**src/tws_defs.svh**
```systemverilog
// Register offsets, field positions, reset values and status codes
`ifndef TWS_DEFS_SVH
`define TWS_DEFS_SVH

`define TWS_OFF_CTRL      8'h00
`define TWS_OFF_STATUS    8'h04
`define TWS_OFF_DATA      8'h08
`define TWS_OFF_OWNADR    8'h0C
`define TWS_OFF_IRQ_STS   8'h10
`define TWS_OFF_IRQ_MASK  8'h14

`define TWS_CTRL_FLAG     7
`define TWS_CTRL_ACK      6
`define TWS_CTRL_BEGIN    5
`define TWS_CTRL_HALT     4
`define TWS_CTRL_ENABLE   2

`define TWS_RST_CTRL      8'h00
`define TWS_RST_OWNADR    8'hFE
`define TWS_RST_DATA      8'hFF

`define TWS_IRQ_EVENT     0
`define TWS_IRQ_WAKE      1

`define TWS_SC_OWN_W      8'h60
`define TWS_SC_ARB_OWN_W  8'h68
`define TWS_SC_GC_W       8'h70
`define TWS_SC_ARB_GC_W   8'h78
`define TWS_SC_RX_ACK     8'h80
`define TWS_SC_RX_NACK    8'h88
`define TWS_SC_GC_ACK     8'h90
`define TWS_SC_GC_NACK    8'h98
`define TWS_SC_STOP       8'hA0
`define TWS_SC_OWN_R      8'hA8
`define TWS_SC_ARB_OWN_R  8'hB0
`define TWS_SC_TX_ACK     8'hB8
`define TWS_SC_TX_NACK    8'hC0
`define TWS_SC_TX_EXTRA   8'hC8
`define TWS_SC_NONE       8'hF8

`endif

```
**src/tws_pkg.sv**
```systemverilog
// Types shared by the two-wire slave engine
package tws_pkg;

	// Engine states
	typedef enum logic [3:0] {
		TWS_IDLE,
		TWS_ADDR,
		TWS_AACK,
		TWS_RX,
		TWS_RACK,
		TWS_TXW,
		TWS_TX,
		TWS_TACK,
		TWS_IGNORE
	} tws_state_t;

	// Control register layout
	typedef struct packed {
		logic flag;
		logic ack_en;
		logic begin_req;
		logic halt_req;
		logic spare3;
		logic enable;
		logic spare1;
		logic int_en;
	} tws_ctrl_t;

	// One APB request as seen by the slave
	typedef struct packed {
		logic        sel;
		logic        enable;
		logic        write;
		logic [7:0]  addr;
		logic [31:0] wdata;
	} tws_apb_req_t;

endpackage

```
**src/tws_top.sv**
```systemverilog
// Two-wire slave engine with APB register file
// What this block does
// - A general-call data byte answered with not-acknowledge reports 0x98 and the byte is readable.
// - A stop or repeated start while still addressed reports 0xA0.
// - Leaving a terminal state, acknowledge-enable decides address recognition and begin-request asks for a start once the bus is free.
// - Status codes read as listed with the prescaler bits zero or masked off.
// - The upper seven bits of the own-address register are the bus address answered.
// - The own-address LSB set enables answering general call address 0x00, clear ignores it.
// - Once armed, a matching address with read bit enters transmit, otherwise receive.
// - After an accepted address the interrupt flag is set with a valid status code.
// - Losing arbitration then being addressed for read reports 0xB0 in transmit mode.
// - With acknowledge-enable cleared in transmit, the last byte goes out and 0xC0 or 0xC8 follows.
// - After that last byte the engine is not addressed and leaves the data line released.
// - With acknowledge-enable clear the own address is ignored while the bus is still watched.
// - In deep sleep with acknowledge-enable set an address match raises a wake-up.
// - After a wake-up the clock line stays low until software clears the interrupt flag.
//
// Implementation choices: register access over APB and the register addresses.
`timescale 1ns/1ps
`include "tws_defs.svh"

module tws_top
	import tws_pkg::*;
#(
	parameter int ADDR_W = 8
) (
	input  wire logic              I_REF_CLK,
	input  wire logic              I_RST_B,
	input  wire logic              I_PSEL,
	input  wire logic              I_PENABLE,
	input  wire logic              I_PWRITE,
	input  wire logic [ADDR_W-1:0] I_PADDR,
	input  wire logic [31:0]       I_PWDATA,
	output logic      [31:0]       O_PRDATA,
	output logic                   O_PREADY,
	output logic                   O_PSLVERR,
	input  wire logic              I_SCL,
	input  wire logic              I_SDA,
	output logic                   O_SCL,
	output logic                   O_SCL_OE,
	output logic                   O_SDA,
	output logic                   O_SDA_OE,
	input  wire logic              I_SLEEP,
	input  wire logic              I_ARB_LOST,
	output logic                   O_WAKEUP,
	output logic                   O_START_REQ,
	output logic                   O_IRQ
);

	generate
		if (ADDR_W < 8) begin : g_chk
			$error("tws_top: ADDR_W must be at least 8");
		end
	endgenerate

	// Register hit on the low byte of the address, upper bits must be zero
	function automatic logic hit(input logic [ADDR_W-1:0] a,
		input logic [7:0] off);
		hit = (a == ADDR_W'(off));
	endfunction

	tws_apb_req_t req;
	tws_ctrl_t    ctrl;
	tws_state_t   state;
	logic [4:0]   status;
	logic [1:0]   presc;
	logic [7:0]   data;
	logic [7:0]   ownadr;
	logic [1:0]   irq_sts;
	logic [1:0]   irq_mask;
	logic         scl_m, scl_s, scl_d, sda_m, sda_s, sda_d;
	logic         slp_m, slp_s;
	logic         scl_rise, scl_fall, start_c, stop_c;
	logic [3:0]   bitcnt;
	logic [7:0]   shreg;
	logic         sda_oe, scl_oe;
	logic         addressed, dir, gcall, last, acked, arb;
	logic         ev_set, rx_load, wake;
	logic [7:0]   ev_code, rx_byte;
	logic         acc, wr, clr, halt_go, terminal, own_hit, gc_hit;
	logic         start_pending, bus_free;

	assign req = '{I_PSEL, I_PENABLE, I_PWRITE, I_PADDR[7:0], I_PWDATA};
	assign acc = req.sel & req.enable & O_PREADY;
	assign wr  = acc & req.write;
	// Writing one to the flag releases the engine
	assign clr = wr & hit(I_PADDR, `TWS_OFF_CTRL) &
		req.wdata[`TWS_CTRL_FLAG] & ctrl.flag;
	assign halt_go = clr & req.wdata[`TWS_CTRL_HALT];
	assign terminal = ({status, 3'b000} == `TWS_SC_RX_NACK) |
		({status, 3'b000} == `TWS_SC_GC_NACK) |
		({status, 3'b000} == `TWS_SC_STOP) |
		({status, 3'b000} == `TWS_SC_TX_NACK) |
		({status, 3'b000} == `TWS_SC_TX_EXTRA);
	assign own_hit = (shreg[7:1] == ownadr[7:1]);
	// General call is write only and gated by the own-address LSB
	assign gc_hit = (shreg[7:1] == 7'h00) & ownadr[0] & ~shreg[0];

	// Pin synchronisers; first stage feeds only the second
	always_ff @(posedge I_REF_CLK or negedge I_RST_B) begin
		if (!I_RST_B) begin
			scl_m <= 1'b1;
			scl_s <= 1'b1;
			scl_d <= 1'b1;
			sda_m <= 1'b1;
			sda_s <= 1'b1;
			sda_d <= 1'b1;
			slp_m <= 1'b0;
			slp_s <= 1'b0;
		end else begin
			scl_m <= I_SCL;
			scl_s <= scl_m;
			scl_d <= scl_s;
			sda_m <= I_SDA;
			sda_s <= sda_m;
			sda_d <= sda_s;
			slp_m <= I_SLEEP;
			slp_s <= slp_m;
		end
	end

	assign scl_rise = scl_s & ~scl_d;
	assign scl_fall = ~scl_s & scl_d;
	assign start_c  = scl_s & scl_d & sda_d & ~sda_s;
	assign stop_c   = scl_s & scl_d & ~sda_d & sda_s;

	// Bus watcher and byte engine; the bus is watched even when not acking
	always_ff @(posedge I_REF_CLK or negedge I_RST_B) begin
		if (!I_RST_B) begin
			state     <= TWS_IDLE;
			bitcnt    <= 4'h0;
			shreg     <= 8'h00;
			sda_oe    <= 1'b0;
			addressed <= 1'b0;
			dir       <= 1'b0;
			gcall     <= 1'b0;
			last      <= 1'b0;
			acked     <= 1'b0;
			ev_set    <= 1'b0;
			ev_code   <= `TWS_SC_NONE;
			rx_load   <= 1'b0;
			rx_byte   <= 8'h00;
		end else begin
			ev_set  <= 1'b0;
			rx_load <= 1'b0;
			if (!ctrl.enable || halt_go) begin
				state     <= TWS_IDLE;
				sda_oe    <= 1'b0;
				addressed <= 1'b0;
			end else if (start_c || stop_c) begin
				if (addressed) begin
					ev_set  <= 1'b1;
					ev_code <= `TWS_SC_STOP;
				end
				addressed <= 1'b0;
				sda_oe    <= 1'b0;
				bitcnt    <= 4'h0;
				state     <= start_c ? TWS_ADDR : TWS_IDLE;
			end else begin
				case (state)
					TWS_ADDR: begin
						if (scl_rise) begin
							shreg  <= {shreg[6:0], sda_s};
							bitcnt <= bitcnt + 4'h1;
						end else if (scl_fall && bitcnt == 4'h8) begin
							// Acknowledge-enable isolates the engine
							if (ctrl.ack_en && (own_hit || gc_hit)) begin
								sda_oe <= 1'b1;
								dir    <= shreg[0];
								gcall  <= gc_hit;
								state  <= TWS_AACK;
							end else begin
								state <= TWS_IGNORE;
							end
						end
					end
					TWS_AACK: begin
						if (scl_fall) begin
							addressed <= 1'b1;
							ev_set    <= 1'b1;
							sda_oe    <= 1'b0;
							bitcnt    <= 4'h0;
							if (dir) begin
								ev_code <= arb ? `TWS_SC_ARB_OWN_R :
									`TWS_SC_OWN_R;
								state   <= TWS_TXW;
							end else begin
								if (gcall)
									ev_code <= arb ? `TWS_SC_ARB_GC_W :
										`TWS_SC_GC_W;
								else
									ev_code <= arb ? `TWS_SC_ARB_OWN_W :
										`TWS_SC_OWN_W;
								state <= TWS_RX;
							end
						end
					end
					TWS_RX: begin
						if (scl_rise) begin
							shreg  <= {shreg[6:0], sda_s};
							bitcnt <= bitcnt + 4'h1;
						end else if (scl_fall && bitcnt == 4'h8) begin
							rx_load <= 1'b1;
							rx_byte <= shreg;
							acked   <= ctrl.ack_en;
							sda_oe  <= ctrl.ack_en;
							state   <= TWS_RACK;
						end
					end
					TWS_RACK: begin
						if (scl_fall) begin
							sda_oe <= 1'b0;
							ev_set <= 1'b1;
							bitcnt <= 4'h0;
							if (gcall)
								ev_code <= acked ? `TWS_SC_GC_ACK :
									`TWS_SC_GC_NACK;
							else
								ev_code <= acked ? `TWS_SC_RX_ACK :
									`TWS_SC_RX_NACK;
							if (acked) begin
								state <= TWS_RX;
							end else begin
								state     <= TWS_IGNORE;
								addressed <= 1'b0;
							end
						end
					end
					TWS_TXW: begin
						// Wait for software to load the byte and drop the flag
						if (!ctrl.flag && !ev_set) begin
							shreg  <= data;
							last   <= ~ctrl.ack_en;
							sda_oe <= ~data[7];
							bitcnt <= 4'h0;
							state  <= TWS_TX;
						end
					end
					TWS_TX: begin
						if (scl_fall) begin
							if (bitcnt == 4'h7) begin
								sda_oe <= 1'b0;
								state  <= TWS_TACK;
							end else begin
								shreg  <= {shreg[6:0], 1'b0};
								sda_oe <= ~shreg[6];
								bitcnt <= bitcnt + 4'h1;
							end
						end
					end
					TWS_TACK: begin
						if (scl_rise) begin
							acked <= ~sda_s;
						end else if (scl_fall) begin
							ev_set <= 1'b1;
							if (last)
								ev_code <= acked ? `TWS_SC_TX_EXTRA :
									`TWS_SC_TX_NACK;
							else
								ev_code <= acked ? `TWS_SC_TX_ACK :
									`TWS_SC_TX_NACK;
							if (acked && !last) begin
								state <= TWS_TXW;
							end else begin
								// Line stays released so the master reads ones
								state     <= TWS_IGNORE;
								addressed <= 1'b0;
							end
						end
					end
					default: begin
						sda_oe <= 1'b0;
					end
				endcase
			end
		end
	end

	// Clock stretch: once SCL is low, hold it while the flag is up
	always_ff @(posedge I_REF_CLK or negedge I_RST_B) begin
		if (!I_RST_B)
			scl_oe <= 1'b0;
		else
			scl_oe <= ctrl.flag & (scl_oe | ~scl_s);
	end

	// Arbitration-lost memory, used by the next address phase
	always_ff @(posedge I_REF_CLK or negedge I_RST_B) begin
		if (!I_RST_B)
			arb <= 1'b0;
		else if (I_ARB_LOST)
			arb <= 1'b1;
		else if (stop_c || (ev_set && state != TWS_AACK))
			arb <= 1'b0;
	end

	// Control register; hardware setting the flag wins over a clear
	always_ff @(posedge I_REF_CLK or negedge I_RST_B) begin
		if (!I_RST_B) begin
			ctrl <= tws_ctrl_t'(`TWS_RST_CTRL);
		end else begin
			if (wr && hit(I_PADDR, `TWS_OFF_CTRL)) begin
				ctrl.ack_en    <= req.wdata[`TWS_CTRL_ACK];
				ctrl.begin_req <= req.wdata[`TWS_CTRL_BEGIN];
				ctrl.halt_req  <= 1'b0;
				ctrl.spare3    <= 1'b0;
				ctrl.enable    <= req.wdata[`TWS_CTRL_ENABLE];
				ctrl.spare1    <= 1'b0;
				ctrl.int_en    <= req.wdata[0];
			end
			ctrl.flag <= ev_set | (ctrl.flag & ~clr);
		end
	end

	// Status code in the upper bits, prescaler in the low bits
	always_ff @(posedge I_REF_CLK or negedge I_RST_B) begin
		if (!I_RST_B) begin
			status <= 5'(`TWS_SC_NONE >> 3);
			presc  <= 2'b00;
		end else begin
			if (ev_set)
				status <= ev_code[7:3];
			else if (clr)
				status <= 5'(`TWS_SC_NONE >> 3);
			if (wr && hit(I_PADDR, `TWS_OFF_STATUS))
				presc <= req.wdata[1:0];
		end
	end

	// Data and own-address registers; a received byte beats a write
	always_ff @(posedge I_REF_CLK or negedge I_RST_B) begin
		if (!I_RST_B) begin
			data   <= `TWS_RST_DATA;
			ownadr <= `TWS_RST_OWNADR;
		end else begin
			if (rx_load)
				data <= rx_byte;
			else if (wr && hit(I_PADDR, `TWS_OFF_DATA))
				data <= req.wdata[7:0];
			if (wr && hit(I_PADDR, `TWS_OFF_OWNADR))
				ownadr <= req.wdata[7:0];
		end
	end

	// Start request after a terminal state, held until the bus is free
	always_ff @(posedge I_REF_CLK or negedge I_RST_B) begin
		if (!I_RST_B) begin
			start_pending <= 1'b0;
			bus_free      <= 1'b1;
		end else begin
			if (start_c)
				bus_free <= 1'b0;
			else if (stop_c)
				bus_free <= 1'b1;
			if (clr && terminal && req.wdata[`TWS_CTRL_BEGIN])
				start_pending <= 1'b1;
			// A control write without begin drops the request at once
			else if (!ctrl.begin_req || !ctrl.enable ||
				(wr && hit(I_PADDR, `TWS_OFF_CTRL) &&
				!req.wdata[`TWS_CTRL_BEGIN]))
				start_pending <= 1'b0;
		end
	end

	// Wake-up: address accepted while the system sleeps
	always_ff @(posedge I_REF_CLK or negedge I_RST_B) begin
		if (!I_RST_B)
			wake <= 1'b0;
		else if (ev_set && slp_s && addressed && state != TWS_IGNORE &&
			ev_code != `TWS_SC_STOP)
			wake <= 1'b1;
		else if (clr)
			wake <= 1'b0;
	end

	// Sticky interrupt causes, write one to clear, set wins
	always_ff @(posedge I_REF_CLK or negedge I_RST_B) begin
		if (!I_RST_B) begin
			irq_sts  <= 2'b00;
			irq_mask <= 2'b00;
		end else begin
			if (wr && hit(I_PADDR, `TWS_OFF_IRQ_MASK))
				irq_mask <= req.wdata[1:0];
			irq_sts[`TWS_IRQ_EVENT] <= ev_set | (irq_sts[`TWS_IRQ_EVENT] &
				~(wr && hit(I_PADDR, `TWS_OFF_IRQ_STS) &&
				req.wdata[`TWS_IRQ_EVENT]));
			irq_sts[`TWS_IRQ_WAKE] <= (slp_s & ev_set) |
				(irq_sts[`TWS_IRQ_WAKE] &
				~(wr && hit(I_PADDR, `TWS_OFF_IRQ_STS) &&
				req.wdata[`TWS_IRQ_WAKE]));
		end
	end

	// APB: ready rises in the access phase, one cycle after setup
	always_ff @(posedge I_REF_CLK or negedge I_RST_B) begin
		if (!I_RST_B) begin
			O_PREADY  <= 1'b0;
			O_PSLVERR <= 1'b0;
			O_PRDATA  <= 32'h0000_0000;
		end else begin
			O_PREADY  <= req.sel & ~req.enable;
			O_PSLVERR <= 1'b0;
			if (req.sel && !req.enable) begin
				O_PRDATA <= 32'h0000_0000;
				if (hit(I_PADDR, `TWS_OFF_CTRL))
					O_PRDATA[7:0] <= ctrl;
				else if (hit(I_PADDR, `TWS_OFF_STATUS))
					O_PRDATA[7:0] <= {status, 1'b0, presc};
				else if (hit(I_PADDR, `TWS_OFF_DATA))
					O_PRDATA[7:0] <= data;
				else if (hit(I_PADDR, `TWS_OFF_OWNADR))
					O_PRDATA[7:0] <= ownadr;
				else if (hit(I_PADDR, `TWS_OFF_IRQ_STS))
					O_PRDATA[1:0] <= irq_sts;
				else if (hit(I_PADDR, `TWS_OFF_IRQ_MASK))
					O_PRDATA[1:0] <= irq_mask;
				else
					O_PSLVERR <= 1'b1;
			end
		end
	end

	// Pin drivers and side outputs, all registered
	always_ff @(posedge I_REF_CLK or negedge I_RST_B) begin
		if (!I_RST_B) begin
			O_SCL       <= 1'b0;
			O_SDA       <= 1'b0;
			O_SCL_OE    <= 1'b0;
			O_SDA_OE    <= 1'b0;
			O_WAKEUP    <= 1'b0;
			O_START_REQ <= 1'b0;
			O_IRQ       <= 1'b0;
		end else begin
			O_SCL       <= 1'b0; // Open drain: only ever drives low
			O_SDA       <= 1'b0;
			O_SCL_OE    <= scl_oe;
			O_SDA_OE    <= sda_oe;
			O_WAKEUP    <= wake;
			O_START_REQ <= start_pending & bus_free;
			O_IRQ       <= |(irq_sts & irq_mask);
		end
	end

endmodule

```
**config.mk**
```make
export PLATFORM = sky130hd
export DESIGN_NAME = tws_top
export DESIGN_NICKNAME = d
export VERILOG_FILES = /design/src/tws_pkg.sv /design/src/tws_top.sv
export VERILOG_INCLUDE_DIRS = /design/src
export SDC_FILE = /design/constraint.sdc
export NUM_CORES = 1
export LEC_CHECK = 0
export ABC_AREA = 1
export BUFFER_PORTS_ARGS = -buffer_cell sky130_fd_sc_hd__buf_2
export CAP_MARGIN = 20
export CORE_UTILIZATION = 50
export DETAILED_ROUTE_END_ITERATION = 12
export PLACE_DENSITY_LB_ADDON = 0.15
export SLEW_MARGIN = 25
export SYNTH_ARGS = -nofsm -noshare
export SYNTH_HDL_FRONTEND = slang
export SYNTH_SLANG_ARGS = --single-unit
```
**constraint.sdc**
```tcl
create_clock -name I_REF_CLK -period 1.8 [get_ports I_REF_CLK]
set_clock_uncertainty 0.1 [all_clocks]
set_input_delay 0.18 -clock I_REF_CLK [delete_from_list [all_inputs] [get_ports I_REF_CLK]]
set_output_delay 0.18 -clock I_REF_CLK [all_outputs]
set_load 0.005 [all_outputs]
```
# After elaboration in Yosys (flattened, before gate mapping)
# Cells that the tools add are included.
[word_totals]
elab_cells = 319
regBits = 100
in_bits = 49
out_inout_bits = 41
[classes]
addsub = 1
n_bitwise = 47
n_reduce_logical = 61
mux = 109
eq_ne = 56
[op_table]
columns = ["cell", "count"]
rows = [
  ["8-bit 2-to-1 mux", 16],
  ["4-bit 2-to-1 mux", 27],
  ["4-bit != test, second input constant", 15],
  ["8-bit one-hot mux with 3 select lines", 2],
  ["1-bit 2-to-1 mux", 46],
  ["4-bit one-hot mux with 7 select lines", 1],
  ["7-bit AND reduction", 4],
  ["5-bit == test, second input constant", 5],
  ["5-bit 2-to-1 mux", 5],
  ["3-bit != test, second input constant", 8],
  ["1-bit bitwise AND", 23],
  ["1-bit logical AND", 21],
  ["4-bit by 3-bit == test with 1-bit output, second input constant", 5],
  ["8-bit by 4-bit == test with 1-bit output, second input constant", 2],
  ["8-bit by 5-bit == test with 1-bit output, second input constant", 2],
  ["4-bit one-hot mux with 4 select lines", 1],
  ["1-bit NOT", 15],
  ["7-bit 2-to-1 mux", 2],
  ["2-bit != test, second input constant", 7],
  ["2-bit nonzero test", 7],
  ["12-bit AND reduction", 1],
  ["6-bit AND reduction", 2],
  ["5-bit nonzero test", 2],
  ["9-bit AND reduction", 1],
  ["29 further kinds", 54],
]

# Depth between registers and ports, before layout
[logic_depth]
ltp_word = 11
depth_mapped = 14
ltp_nobuf = 13

# Worst setup path before layout
# OpenSTA, ideal clock, no wires.
[synth_path]
path_type = "flip-flop to flip-flop"
start = "register scl_d"
end = "register ev_code[6]"
required_time_ps = 1619
path_stages_with_launch = 9
arrival_time_ps = 1563
n_path_buf = 0
setup_slack_ps = 55
synth_period_minus_slack_ps = 1745
setup_time_ps = 81
cell_sequence = "dfstp_2 -> nand2_1 -> nor3_2 -> nor2_4 -> nand2_1 -> nand3_1 -> nor2_4 -> nand2_2 -> o211ai_1"
[synth_via]
elab_chain_len = 6
word_cells_on_any_way = 17
cone_classes = "eq/ne: 5; mux: 1; bitwise: 8; reduce/logical: 3"
[synth_lines]
columns = ["item", "line", "rtl"]
rows = [
  ["from (decl)", "tws_top.sv:71", "logic scl_m, scl_s, scl_d, sda_m, sda_s, sda_d;"],
  ["from (signal assigned)", "tws_top.sv:113", "scl_d <= scl_s;"],
  ["1-bit bitwise AND", "tws_top.sv:124, tws_top.sv:125", ""],
  ["1-bit bitwise AND, on equally long branches (2 in series)", "tws_top.sv:124, tws_top.sv:125", ""],
  ["1-bit logical OR", "tws_top.sv:150", "end else if (start_c || stop_c) begin"],
  ["3-bit != test (no source line) (tied with other cells)", "-", ""],
  ["7-bit AND reduction (no source line)", "-", ""],
  ["to (signal assigned)", "tws_top.sv:140", "ev_code <= `TWS_SC_NONE;"],
  ["to (signal assigned)", "tws_top.sv:153", "ev_code <= `TWS_SC_STOP;"],
  ["to (signal assigned)", "tws_top.sv:184", "ev_code <= arb ? `TWS_SC_ARB_OWN_R :"],
  ["to (decl)", "tws_top.sv:79", "logic [7:0] ev_code, rx_byte;"],
]
# Several ways; a longest one is shown, not always the timed one.
# A chain may end at the register's enable or synchronous reset.

# Final worst setup path
[layout_path]
start = "register scl_s"
end = "register state[1]"
[layout_via]
elab_chain_len = 6
word_cells_on_any_way = 25
cone_classes = "eq/ne: 11; mux: 2; bitwise: 8; reduce/logical: 4"
[layout_lines]
columns = ["item", "line", "rtl"]
rows = [
  ["from (decl)", "tws_top.sv:71", ""],
  ["from (signal assigned)", "tws_top.sv:112", "scl_s <= scl_m;"],
  ["1-bit bitwise AND", "tws_top.sv:124, tws_top.sv:125", ""],
  ["1-bit bitwise AND, on equally long branches (2 in series)", "tws_top.sv:124, tws_top.sv:125", ""],
  ["1-bit logical OR", "tws_top.sv:150", ""],
  ["9-bit nonzero test (no source line) (tied with other cells)", "-", ""],
  ["12-bit AND reduction (no source line) or 4-bit 2-to-1 mux (tied branches)", "-", ""],
  ["to (signal assigned)", "tws_top.sv:158", "state <= start_c ? TWS_ADDR : TWS_IDLE;"],
  ["to (decl)", "tws_top.sv:64", "tws_state_t state;"],
]
# Several ways; a longest one is shown, not always the timed one.

==> flow_summary.json <==
{
  "critPathArrivalTime_ns": 2.02,
  "track_usage_pct": 25.1,
  "antenna_found_initial": 0,
  "cts_max_level": 3,
  "crit_required_ns": 1.96,
  "area_growth_pct": 21.8,
  "worstPathCellList": "buf_4 -> nor2_4 -> inv_1 -> buf_4 -> nand2_2 -> inv_2 -> nand4_1 -> nand2_2 -> inv_2 -> nand3_1 -> nand2_1",
  "ys.flop_type": "dfrtp_1",
  "core_mm2": 0.00991,
  "reg2reg_setup_slack_ns": -0.06,
  "fin_nets": 798,
  "routedWlPerCell_um": 14.7,
  "chipWidth_um": 104,
  "fin_crit_sh_pct": 103,
  "min-delay-start": "I_PWDATA[6]",
  "rsz0062_at_grt": "yes",
  "hold_viol": 0,
  "layout_setup_ws_ns": -0.0567,
  "die_area_mm2": 0.0108,
  "min_period_ns": 1.86,
  "cp_slowest_cell": "dfstp_2",
  "drive_gt1_share_pct": 30.8,
  "total_power_mw": 3.97,
  "synth_edf_count": 0,
  "core.rowCount": 36,
  "wirelength_mm": 13.0,
  "root_buffer": "clkbuf_8",
  "ir_drop_v": 0.000351,
  "cts_sinks": 97,
  "yosysSeqAreaShare_pct": 47.4,
  "avgSynthCellArea_um2": 8.10,
  "r2r_end": "state[1]",
  "vias": 4511,
  "clk_latency_ns": 0.37,
  "hold_path_class": "in2reg",
  "slowest_delay_ns": 0.57,
  "yosysTopAreaCell": "dfrtp_1",
  "status": "finished with violations",
  "finalSetupViolations": 14,
  "die_h_um": 104,
  "place_ws_ns": -0.0694,
  "yosys_register_bits": 97,
  "grt_max_degree": 39,
  "slew_viol_final": 0,
  "routabilityCongestion": 0.873,
  "first_global_vias": 4333,
  "grt_pass1_wl_mm": 21.3,
  "r2r_cells": 11,
  "crit_buf_inv": 5,
  "maxCapViolCount": 0,
  "crit_type": "reg2reg",
  "ys_async_sr_fraction_pct": 100,
  "ys_top_cells_by_count": "nand2_1 (148), inv_1 (79), dfrtp_1 (65)",
  "cp-end-kind": "flip-flop",
  "dr.first_iter.drc_count": 289,
  "clk_pin_slew_worst_paths_ns": 0.10,
  "cts_tree": "done",
  "reg2reg_from": "scl_s",
  "critPathTopFamily": "simple AND/OR/NAND/NOR gates",
  "syn_inst": 642,
  "dp_hpwl_mm": 9.73,
  "syn_area_mm2": 0.00520,
  "synth_top_area_share_pct": 31.3,
  "ant_nets": 0,
  "powerDensity_mw_per_mm2": 627,
  "violations": "setup timing",
  "ys_warn_count": 0,
  "hold_end": "ownadr[6]",
  "worst-path-max-fanout": 5,
  "start_kind": "flip-flop",
  "multiInputGateArea_mm2": 0.00241,
  "synth.area.top_cells": "dfrtp_1 (31%), dfstp_2 (16%), nand2_1 (11%)",
  "first_pass_iters": 5,
  "io_pins": 90,
  "drcViolationCount": 0,
  "yosysUniqueCellTypes": 46,
  "fill_cells": 869,
  "numCtsBuffers": 9,
  "max_freq_ghz": 0.539,
  "leakage_nw": 3.20,
  "setup_tns_ns": -0.334,
  "insertedDiodeCount": 0,
  "port_buffers": 39,
  "overflow": 0,
  "clock_path_buffers": 2,
  "regArea_mm2": 0.00247,
  "via_per_inst": 5.10,
  "yosys.cell_count.top_type": "nand2_1",
  "hold_depth": 3,
  "initial_core_util_pct": 52.5
}
-- kinds of logic (layout without fill, tap and decap cells) --
| logic type | after synthesis | count (layout) | synth area share [%] |
|---|---|---|---|
| DFF | 97 | 97 | 47.4 |
| adders and majority gates | 2 | 2 | 0.481 |
| and+or+nand+nor | 281 | 282 | 25.3 |
| buffers and inverters | 126 | 209 | 11.5 |
| AOI/OAI and AO/OA | 127 | 127 | 13.9 |
| xor gates and xnor gates | 8 | 8 | 1.35 |
| other | 1 | 26 | 0.0721 |
-- state kept, by name, indices dropped and copies added, names as in the netlist, 5 cells and up --
register	cells
shreg	8
ctrl	5
data	8
ev_code	5
status	5
rx_byte	8
O_PRDATA	8
ownadr	8
-- per-layer routing --
metal	track usage (%)	up-vias	wire, µm
met3	4.39	9	618
met1	35.2	2167	6160
met2	40.1	110	6080
met4	6.63	0	125
met5	0	-	0
li1	-	2225	-
-- timing repair --
item                                    4_1_cts  5_1_grt
resized for setup                            11       49
endpoints found under the setup margin       23       35
hold endpoints to repair                     78        0
setup buffers                                 5        5
gates cloned                                  1        0
pin swaps                                     6       28
hold buffers                                  7        0
-- where the power goes --
group | total [mW] | internal, mW | switching [mW]
Combinational | 0.253 | 0.0937 | 0.159
Sequential | 2.24 | 2.22 | 0.0175
Clock | 1.48 | 0.714 | 0.768
-- through the flow --
stage                     utilization [%]  std cells  area (µm²)  hold WS (ns)
final                                63.9        884        6330        0.0267
after global routing                 63.9        884        6330        0.0202
after CTS                            62.1        879        6150        0.0117
after detailed placement             58.5        851        5800        0.0322
after global placement               58.5        851        5800        0.0227
after floorplan                         -        667        5300        -0.216
-- worst reg2reg max path, stage by stage (launching register included) --
cell,delay (ns)
dfstp_2,0.57
buf_4,0.13
nor2_4,0.04
inv_1,0.10
buf_4,0.13
nand2_2,0.06
inv_2,0.06
nand4_1,0.18
nand2_2,0.17
inv_2,0.07
nand3_1,0.08
nand2_1,0.06
-- how the worst max path moves through the flow --
| stage | start | to | cells past startpoint |
|---|---|---|---|
| final | scl_s | state[1] | 11 |
| after global routing | state[1] | state[0] | 10 |
| after CTS | scl_d | state[0] | 11 |
| after detailed placement | scl_s | state[0] | 10 |
| after global placement | state[1] | state[0] | 9 |
| after floorplan | scl_d | ev_code[6] | 8 |
-- layout make-up --
type / instances / area share (%)
clock buffers: 11 / 2.39
inverters: 90 / 5.41
clock inverters: 4 / 0.810
multi-input cells: 445 / 38.0
repair buffers: 104 / 11.8
well taps: 133 / 2.63
flip-flops and latches: 97 / 39.0
-- cell usage in the layout, fill, tap and decap left out, types with 6 or more instances in the layout --
master and n:
clkbuf_8 11, o211ai_1 10, conb_1 26, buf_2 38, nor3_1 8, o21ai_0 56, o21bai_1 6, dfrtp_1 62
xnor2_1 6, nor2_1 50, dlygate4sd3_1 7, nor2_4 12, nand2_1 131, inv_1 76, nand3_1 20, nand2_2 22
buf_4 55, dfstp_2 32, a21oi_1 19, o21ai_1 12, inv_2 13, nor2_2 9, nand4_1 7
No activity file was read; power rests on OpenSTA's default activity.
